`config.mk`:
```
export PLATFORM = sky130hd
export DESIGN_NAME = core_pipe_ctrl
export DESIGN_NICKNAME = d
export VERILOG_FILES = /design/src/core_pipe_pkg.sv /design/src/instr_decode.sv /design/src/core_pipe_ctrl.sv
export VERILOG_INCLUDE_DIRS = /design/src
export SDC_FILE = /design/constraint.sdc
export NUM_CORES = 1
export LEC_CHECK = 0
export ABC_AREA = 1
export BUFFER_PORTS_ARGS = -buffer_cell sky130_fd_sc_hd__buf_2
export CORE_ASPECT_RATIO = 0.5
export CORE_MARGIN = 2
export CORE_UTILIZATION = 24
export CTS_BUF_LIST = sky130_fd_sc_hd__clkbuf_4
export DETAILED_ROUTE_END_ITERATION = 8
export PLACE_DENSITY = 0.5
export SLEW_MARGIN = 20
export SYNTH_ARGS = -nofsm -noshare
export SYNTH_HDL_FRONTEND = slang
export SYNTH_SLANG_ARGS = --single-unit
```
`constraint.sdc`:
```
create_clock -name sys_clk -period 2.91 [get_ports sys_clk]
set_input_delay 0.291 -clock sys_clk [delete_from_list [all_inputs] [get_ports sys_clk]]
set_output_delay 0.291 -clock sys_clk [all_outputs]
set_load 0.02 [all_outputs]
```
`src/core_pipe_defs.svh`:
```
// Constants for the five-stage core pipeline control
// Function
// - Execute 32-bit and compressed 16-bit instructions
// - Separate instruction and data memory interfaces
// - Five stages: fetch, decode, execute, memory, write
// - Fully interlocked; load-use costs one cycle; the interlock compares only the decoded rn and rm with the load list
// - Data abort restores base register value
// - Stored program counter equals instruction address plus 12
// - Bits 27:25 011 with bit 4 undefined
// - Unassigned extension space encodings are undefined
// - New fetch as instruction enters execute
// - Fetch abort taken only in execute
`ifndef CORE_PIPE_DEFS_SVH
`define CORE_PIPE_DEFS_SVH

`define RESET_PC      32'h0000_0000
`define VEC_UNDEF     32'h0000_0004
`define VEC_PABT      32'h0000_000c
`define VEC_DABT      32'h0000_0010
`define PC_STORE_OFS  32'h0000_000c
`define STEP_WORD     32'h0000_0004
`define STEP_HALF     32'h0000_0002
`define PC_REG        4'hf
`define HALF_SEL_BIT  1

`endif

```
`src/core_pipe_pkg.sv`:
```
// Types used by the pipeline control; its decoder does not use them
package core_pipe_pkg;

  typedef enum logic [0:0] {
    CTL_START,
    CTL_RUN
  } ctrl_e;

  typedef struct packed {
    ctrl_e       ctl;
    logic [31:0] fetch_pc;
    logic        pend_v;
    logic [31:0] pend_pc;
    logic        pend_compact;
    logic        id_v;
    logic [31:0] id_instr;
    logic [31:0] id_pc;
    logic        id_abt;
    logic        id_compact;
    logic        ex_v;
    logic [31:0] ex_pc;
    logic        ex_abt;
    logic        ex_undef;
    logic        ex_load;
    logic        ex_store;
    logic [15:0] ex_list;
    logic [3:0]  ex_rn;
    logic        ex_bwb;
    logic        ex_spc;
    logic        mem_v;
    logic        mem_load;
    logic        mem_store;
    logic [15:0] mem_list;
    logic [3:0]  mem_rn;
    logic        mem_bwb;
    logic [31:0] mem_old_base;
    logic [31:0] mem_addr;
    logic [31:0] mem_wdata;
    logic        wb_load_en;
    logic [15:0] wb_list;
    logic        wb_bwb;
    logic [3:0]  wb_rn;
    logic        rst_v;
    logic [3:0]  rst_reg;
    logic [31:0] rst_val;
    logic        exc_v;
    logic [31:0] exc_vec;
  } pipe_state_s;

endpackage

```
`src/instr_decode.sv`:
```
// Decode of register use, memory class and undefined encodings
`include "core_pipe_defs.svh"
module instr_decode (
  // Instruction in decode
  input  wire logic [31:0] instr,
  input  wire logic        compact,
  // Decoded fields
  output logic             is_load,
  output logic             is_store,
  output logic [15:0]      load_list,
  output logic [3:0]       rn,
  output logic [3:0]       rm,
  output logic             use_rn,
  output logic             use_rm,
  output logic             base_wb,
  output logic             stores_pc,
  output logic             undef
);

  // One-hot register mask
  function automatic logic [15:0] onehot(input logic [3:0] r);
    logic [15:0] m;
    m = 16'h0000;
    m[r] = 1'b1;
    return m;
  endfunction

  // Field extraction and class decode
  always_comb begin
    is_load   = 1'b0;
    is_store  = 1'b0;
    load_list = 16'h0000;
    rn        = instr[19:16];
    rm        = instr[3:0];
    use_rn    = 1'b1;
    use_rm    = 1'b0;
    base_wb   = 1'b0;
    stores_pc = 1'b0;
    undef     = 1'b0;
    if (compact) begin
      rn     = {1'b0, instr[5:3]};
      rm     = {1'b0, instr[8:6]};
      use_rm = 1'b1;
      casez (instr[15:11])
        5'b01101: begin
          is_load   = 1'b1;
          use_rm    = 1'b0;
          load_list = onehot({1'b0, instr[2:0]});
        end
        5'b01100: begin
          is_store = 1'b1;
          use_rm   = 1'b0;
        end
        default: ;
      endcase
    end else begin
      casez (instr[27:20])
        8'b01??_????: begin
          if (instr[25] && instr[4]) begin
            undef = 1'b1;
          end else begin
            use_rm    = instr[25];
            is_load   = instr[20];
            is_store  = !instr[20];
            base_wb   = !instr[24] || instr[21];
            stores_pc = !instr[20] && (instr[15:12] == `PC_REG);
            load_list = instr[20] ? onehot(instr[15:12]) : 16'h0000;
          end
        end
        8'b100?_????: begin
          is_load   = instr[20];
          is_store  = !instr[20];
          base_wb   = instr[21];
          stores_pc = !instr[20] && instr[15];
          load_list = instr[20] ? instr[15:0] : 16'h0000;
        end
        8'b1100_0?0?: undef = 1'b1;
        8'b0001_0??0: begin
          if (instr[7:4] == 4'h9) begin
            undef     = (instr[21:20] != 2'h0);
            is_load   = !undef;
            is_store  = !undef;
            use_rm    = 1'b1;
            load_list = undef ? 16'h0000 : onehot(instr[15:12]);
          end else if (!(instr[7] && instr[4])) begin
            undef = !((instr[7:4] == 4'h0) ||
                      (instr[22:21] == 2'h1 && instr[7:4] == 4'h1));
            use_rm = 1'b1;
          end else if (instr[6]) begin
            undef = 1'b1;
          end else begin
            // Halfword store, pre-indexed, offset subtracted
            use_rm    = !instr[22];
            is_store  = 1'b1;
            base_wb   = instr[21];
            stores_pc = (instr[15:12] == `PC_REG);
          end
        end
        default: begin
          use_rm = !instr[25];
          if (instr[27:25] == 3'h0 && instr[7] && instr[4]) begin
            if (instr[6:5] == 2'h0) begin
              undef = (instr[24] || instr[23:22] == 2'h1);
              use_rm = 1'b1;
            end else if (!instr[20] && instr[6]) begin
              undef = 1'b1;
            end else begin
              use_rm    = !instr[22];
              is_load   = instr[20];
              is_store  = !instr[20];
              base_wb   = !instr[24] || instr[21];
              stores_pc = !instr[20] && (instr[15:12] == `PC_REG);
              load_list = instr[20] ? onehot(instr[15:12]) : 16'h0000;
            end
          end
        end
      endcase
    end
  end

endmodule

```
`src/core_pipe_ctrl.sv`:
```
// Five-stage pipeline control with interlock and exception steering
`include "core_pipe_defs.svh"
module core_pipe_ctrl (
  // Clock and reset
  input  wire logic        sys_clk,
  input  wire logic        nrst,
  // Mode
  input  wire logic        compact_mode,
  // Instruction interface
  output logic             fetch_req,
  output logic [31:0]      fetch_addr,
  input  wire logic [31:0] instr_rdata,
  input  wire logic        fetch_abort_in,
  // Datapath values for the instruction in execute
  input  wire logic [31:0] ex_addr_in,
  input  wire logic [31:0] ex_store_data_in,
  input  wire logic [31:0] ex_base_in,
  // Data interface
  output logic             dmem_req,
  output logic             dmem_write,
  output logic [31:0]      dmem_addr,
  output logic [31:0]      dmem_wdata,
  input  wire logic        dmem_abort_in,
  // Pipeline status
  output logic             load_use_stall,
  output logic             ex_valid,
  output logic [31:0]      ex_pc,
  // Write-back control
  output logic             wb_load_en,
  output logic [15:0]      wb_load_list,
  output logic             wb_base_en,
  output logic [3:0]       wb_base_reg,
  // Base restore after data abort
  output logic             base_restore_en,
  output logic [3:0]       base_restore_reg,
  output logic [31:0]      base_restore_val,
  // Exception entry
  output logic             exc_take,
  output logic [31:0]      exc_vector
);

  core_pipe_pkg::pipe_state_s s_q;
  core_pipe_pkg::pipe_state_s s_d;

  logic        d_load;
  logic        d_store;
  logic [15:0] d_list;
  logic [3:0]  d_rn;
  logic [3:0]  d_rm;
  logic        d_use_rn;
  logic        d_use_rm;
  logic        d_bwb;
  logic        d_spc;
  logic        d_undef;
  logic        hazard;
  logic        dabt;
  logic        ex_exc;
  logic        flush;
  logic        stall;
  logic        accept;
  logic        running;
  logic [31:0] fetched;

  // Source register caught by an outstanding load
  function automatic logic reg_hit(input logic [15:0] list,
                                   input logic [3:0]  r,
                                   input logic        used);
    return used && list[r];
  endfunction

  // Decoder on the instruction held in decode
  instr_decode u_dec (
    .instr     (s_q.id_instr),
    .compact   (s_q.id_compact),
    .is_load   (d_load),
    .is_store  (d_store),
    .load_list (d_list),
    .rn        (d_rn),
    .rm        (d_rm),
    .use_rn    (d_use_rn),
    .use_rm    (d_use_rm),
    .base_wb   (d_bwb),
    .stores_pc (d_spc),
    .undef     (d_undef)
  );

  // Hazard, abort and flow terms
  always_comb begin
    running = (s_q.ctl == core_pipe_pkg::CTL_RUN);
    hazard  = s_q.id_v && s_q.ex_v && s_q.ex_load &&
              (reg_hit(s_q.ex_list, d_rn, d_use_rn) ||
               reg_hit(s_q.ex_list, d_rm, d_use_rm));
    // abort of the access in memory
    dabt    = s_q.mem_v && (s_q.mem_load || s_q.mem_store) &&
              dmem_abort_in;
    // fetch abort acts only in execute
    ex_exc  = s_q.ex_v && (s_q.ex_abt || s_q.ex_undef) && !dabt;
    flush   = dabt || ex_exc;
    stall   = hazard && !flush;
    accept  = s_q.pend_v && running && !stall && !flush;
    // fetch as decode moves into execute
    fetch_req = running && !stall && !flush;
    fetched = (s_q.pend_compact && s_q.pend_pc[`HALF_SEL_BIT]) ?
              {16'h0000, instr_rdata[31:16]} :
              (s_q.pend_compact ? {16'h0000, instr_rdata[15:0]} :
               instr_rdata);
  end

  // Next state of every stage
  always_comb begin
    s_d       = s_q;
    s_d.rst_v = 1'b0;
    s_d.exc_v = 1'b0;
    case (s_q.ctl)
      core_pipe_pkg::CTL_START: s_d.ctl = core_pipe_pkg::CTL_RUN;
      core_pipe_pkg::CTL_RUN:   s_d.ctl = core_pipe_pkg::CTL_RUN;
      default:                  s_d.ctl = core_pipe_pkg::CTL_START;
    endcase
    // instruction side runs beside data side
    s_d.pend_v = fetch_req;
    if (fetch_req) begin
      s_d.pend_pc    = s_q.fetch_pc;
      s_d.pend_compact = compact_mode;
      s_d.fetch_pc   = s_q.fetch_pc +
                       (compact_mode ? `STEP_HALF : `STEP_WORD);
    end else if (s_q.pend_v && !accept && !flush) begin
      s_d.fetch_pc = s_q.pend_pc;  // Word dropped by stall, refetch
    end
    s_d.wb_load_en = s_q.mem_v && s_q.mem_load && !dabt;
    s_d.wb_list    = s_q.mem_list;
    s_d.wb_bwb     = s_q.mem_v && s_q.mem_bwb && !dabt;
    s_d.wb_rn      = s_q.mem_rn;
    s_d.rst_v   = dabt && s_q.mem_bwb;
    s_d.rst_reg = s_q.mem_rn;
    s_d.rst_val = s_q.mem_old_base;
    s_d.mem_v        = s_q.ex_v && !flush;
    s_d.mem_load     = s_q.ex_load;
    s_d.mem_store    = s_q.ex_store;
    s_d.mem_list     = s_q.ex_list;
    s_d.mem_rn       = s_q.ex_rn;
    s_d.mem_bwb      = s_q.ex_bwb;
    s_d.mem_old_base = ex_base_in;
    s_d.mem_addr     = ex_addr_in;
    s_d.mem_wdata    = s_q.ex_spc ? (s_q.ex_pc + `PC_STORE_OFS) :
                       ex_store_data_in;
    if (flush || stall) begin
      s_d.ex_v = 1'b0;
    end else begin
      s_d.ex_v     = s_q.id_v;
      s_d.ex_pc    = s_q.id_pc;
      s_d.ex_abt   = s_q.id_abt;
      s_d.ex_undef = d_undef && !s_q.id_abt;
      s_d.ex_load  = d_load;
      s_d.ex_store = d_store;
      s_d.ex_list  = d_list;
      s_d.ex_rn    = d_rn;
      s_d.ex_bwb   = d_bwb;
      s_d.ex_spc   = d_spc;
    end
    if (flush) begin
      s_d.id_v = 1'b0;
    end else if (!stall) begin
      s_d.id_v     = accept;
      s_d.id_instr = fetched;
      s_d.id_pc    = s_q.pend_pc;
      s_d.id_abt   = fetch_abort_in;
      s_d.id_compact = s_q.pend_compact;
    end
    if (flush) begin
      s_d.exc_v    = 1'b1;
      s_d.exc_vec  = dabt ? `VEC_DABT :
                     (s_q.ex_abt ? `VEC_PABT : `VEC_UNDEF);
      s_d.fetch_pc = s_d.exc_vec;
    end
  end

  // State register
  always_ff @(posedge sys_clk or negedge nrst) begin
    if (!nrst) begin
      s_q          <= '0;
      s_q.ctl      <= core_pipe_pkg::CTL_START;
      s_q.fetch_pc <= `RESET_PC;
    end else begin
      s_q <= s_d;
    end
  end

  // Outputs
  assign fetch_addr       = s_q.fetch_pc;
  assign dmem_req         = s_q.mem_v && (s_q.mem_load || s_q.mem_store);
  assign dmem_write       = s_q.mem_v && s_q.mem_store;
  assign dmem_addr        = s_q.mem_addr;
  assign dmem_wdata       = s_q.mem_wdata;
  assign load_use_stall   = stall;
  assign ex_valid         = s_q.ex_v;
  assign ex_pc            = s_q.ex_pc;
  assign wb_load_en       = s_q.wb_load_en;
  assign wb_load_list     = s_q.wb_list;
  assign wb_base_en       = s_q.wb_bwb;
  assign wb_base_reg      = s_q.wb_rn;
  assign base_restore_en  = s_q.rst_v;
  assign base_restore_reg = s_q.rst_reg;
  assign base_restore_val = s_q.rst_val;
  assign exc_take         = s_q.exc_v;
  assign exc_vector       = s_q.exc_vec;
endmodule

```
==> run summary <==
Clock Latency Late Sink: 0.83 ns
Die W: 379 um
DRC: 0
Cell Pwr Density: 710 mW/mm^2
Placed Instances: 2930
Fmax: 344 MHz
Critical Path End Type: primary output
Hold Crit Class: primary input to flip-flop
Number of synthesized flops with an enable pin: 0
Asr flop ratio synth: 100%
Status: complete, no violations
Critical Path, Cell by Cell: buf_6, o21ai_4, o211ai_1, nand3_1, nand3_1, nand2_2, o21ai_4, nand2_4, nand3_4, inv_8, buf_6
Fin Setup TNS: 0 ns
Cell Int Power: 9.20 mW
CTS tree: built
Final GP Congestion: 0.950
CTS Sinks: 368
Rows: 68
Drt total wl: 50700 um
Clock skew: 0.0736 ns
Antenna violations before repair: 3
Top Ports: 358
Global route overflow: 0
Num CTS Buffers: 92
DR iter-0 viols: 829
Root buffer cell: clkbuf_4
First-pass GRT wire length: 76200 um
CTS H-tree depth: 3
Top FF cell, synth: dfrtp_1
Final Setup Violations: 0
Number of nets in the layout: 2359
DR vias: 13200
Clk buf depth: 3
Crit-path max FO: 7
Commonest non-fill, non-tap cell in the layout: nand2_1
Die Area: 0.0725 mm^2
Vias per cell: 4.08
Least-Margin Pin Slew: 0.644 ns
Fin cells: 3223
Max-slew violation total from the final report: 0
CP required: 2.62 ns
Largest net degree at the start of global routing: 107
Slowest CP cell: dfrtp_2
Crit Path Class: flip-flop to primary output
GRT Total Usage: 13.7%
Synth warnings: 0
Leakage: 10.3 nW
Top reg by flops: s_q
Final ANT Viol Nets: 0
Synthesized cell area: 0.0169 mm^2
Sequential power share: 42.8%
Worst path max stage delay: 0.46 ns
FF+latch count, synth: 368
Final hold violations: 0
Mapped Cells: 1872
Initial cell density of the core: 24.3%
Combinational share of power: 29.8%
Max_cap viols: 0
Syn_area_per_cell: 9.01 um^2
Die height: 191 um
Slew margin rel.: 57.0%
Unrepaired setup endpoints after global routing: true
Number of global-route vias before repair: 13200
P&R area growth vs syn: 23.6%
P_sw: 5.59 mW
Synth cell types: 46
Clock period minus worst slack: 2.91 ns
Post-synthesis sequential area ratio: 54.6%
Reg clk slew, reported paths: 0.07 ns
Power share of the clock group: 27.4%
Switching Share: 37.8%
Peak supply drop: 339 uV
Most frequent cells in the layout: 533 x nand2_1, 365 x dfrtp_1, 325 x buf_2, 147 x o21ai_0, 141 x inv_1
Fin crit share: 99.9%
Drt pass-1 iters: 5
WL/cell: 15.7 um
PortBufs: 328
CP Launch Type: flip-flop
Layout cells sized above 1: 25.2%
Crit path DAT: 2.62 ns
Max FFs per register: 104
Core ar.: 0.0693 mm^2
DP HPWL: 35900 um
[through the flow]
| step | util, % | cell area, um^2 | hold slack [ns] | total power [mW] | setup slack (ns) |
|---|---|---|---|---|---|
| 3_5_place_dp | 26.2 | 18200 | 0.274 | 10.3 | 0.157 |
| 2_1_floorplan | - | 17000 | -0.00459 | 9.19 | 0.686 |
| 3_3_place_gp | 26.2 | 18200 | 0.277 | 10.3 | 0.158 |
| 4_1_cts | 30.0 | 20800 | 0.0217 | 14.9 | -0.0594 |
| 5_1_grt | 30.1 | 20800 | 0.0483 | 15.7 | -0.153 |
| 6_report | 30.1 | 20800 | 0.126 | 14.8 | 0.00368 |
[cell usage after synthesis (3+ instances only)]
library cell / number / area, um^2
nand2_1: 541 / 2030
dfrtp_1: 368 / 9210
buf_4: 217 / 1630
o21ai_0: 149 / 746
inv_1: 145 / 544
nor2_1: 91 / 342
nand3_1: 90 / 450
xor2_1: 39 / 342
nor3_1: 31 / 155
o21ai_1: 26 / 130
clkbuf_1: 21 / 78.8
buf_6: 19 / 214
buf_2: 18 / 90.1
nand4_1: 18 / 113
a21oi_1: 8 / 40.0
nor4_1: 8 / 50.1
o211ai_1: 8 / 60.1
o22ai_2: 8 / 100
a31oi_1: 7 / 43.8
a31oi_2: 6 / 75.1
o31ai_1: 6 / 45.0
xnor2_1: 6 / 52.6
nand2_2: 5 / 31.3
inv_2: 4 / 15.0
ha_1: 3 / 37.5
nand2_4: 3 / 33.8
o21ai_2: 3 / 26.3
[what timing repair did]
item                                    CTS  global route
endpoints found under the hold margin   501             0
endpoints found under the setup margin    2            20
setup buffers                             6             2
gates cloned                              2             0
hold buffers                            133             0
resized for setup                        40            19
pin swaps                                 6             5
[cells by family (layout without fill, tap and decap cells)]
group	Yosys count	in the layout	synth area share [%]
xor gates and xnor gates	45	45	2.34
and+or+nand+nor	795	796	19.4
AOI/OAI and AO/OA	229	229	7.88
DFF	368	368	54.6
other	2	31	0.0445
buffers and inverters	429	805	15.4
adders and majority gates	4	4	0.341
[final cells by class]
type	count	area, um^2
antenna	1	2.50
clock buffer	125	938
clock inverter	24	113
fill	7396	48400
inverter	151	582
multi-input combinational	1104	5330
sequential	368	9210
tap	945	1180
timing repair buffer	504	3470
timing repair inverter	1	6.26
[critical path: cells and delay by family, from the launching register on]
kind / cells / cell delay (ns)
and+or+nand+nor: 5 / 0.49
DFF: 1 / 0.46
buffers and inverters: 3 / 0.36
AOI/OAI and AO/OA: 3 / 0.48
[worst paths after layout]
path	from	cells after the start	endpoint	slack, ns
setup / recovery	s_q[271]	11	fetch_req	0.004
hold / removal	ex_base_in[4]	2	s_d[37]	0.13
setup reg to reg	s_q[271]	15	s_q[322]	0.15
hold reg to reg	s_d[68]	0	base_restore_reg[3]	0.34
max in group asynchronous	nrst	3	dmem_addr[18]	2.28
min in group asynchronous	nrst	3	ex_pc[27]	0.17
[power by group through the flow]
stage	clock, mW	sequential (mW)	combinational (mW)
floorplan	0	6.16	3.03
global placement	0	6.38	3.90
detailed placement	0	6.39	3.93
CTS	4.27	6.31	4.34
global route	4.52	6.39	4.81
finish	4.05	6.33	4.41
[per-layer routing]
metal  part of all wire (%)  track usage, %
met5                  0.018               0
met4                    4.4            7.22
met2                     49            22.7
met1                     42            16.5
met3                    4.0            3.26
Note: power is estimated with default switching activity, not from simulation.
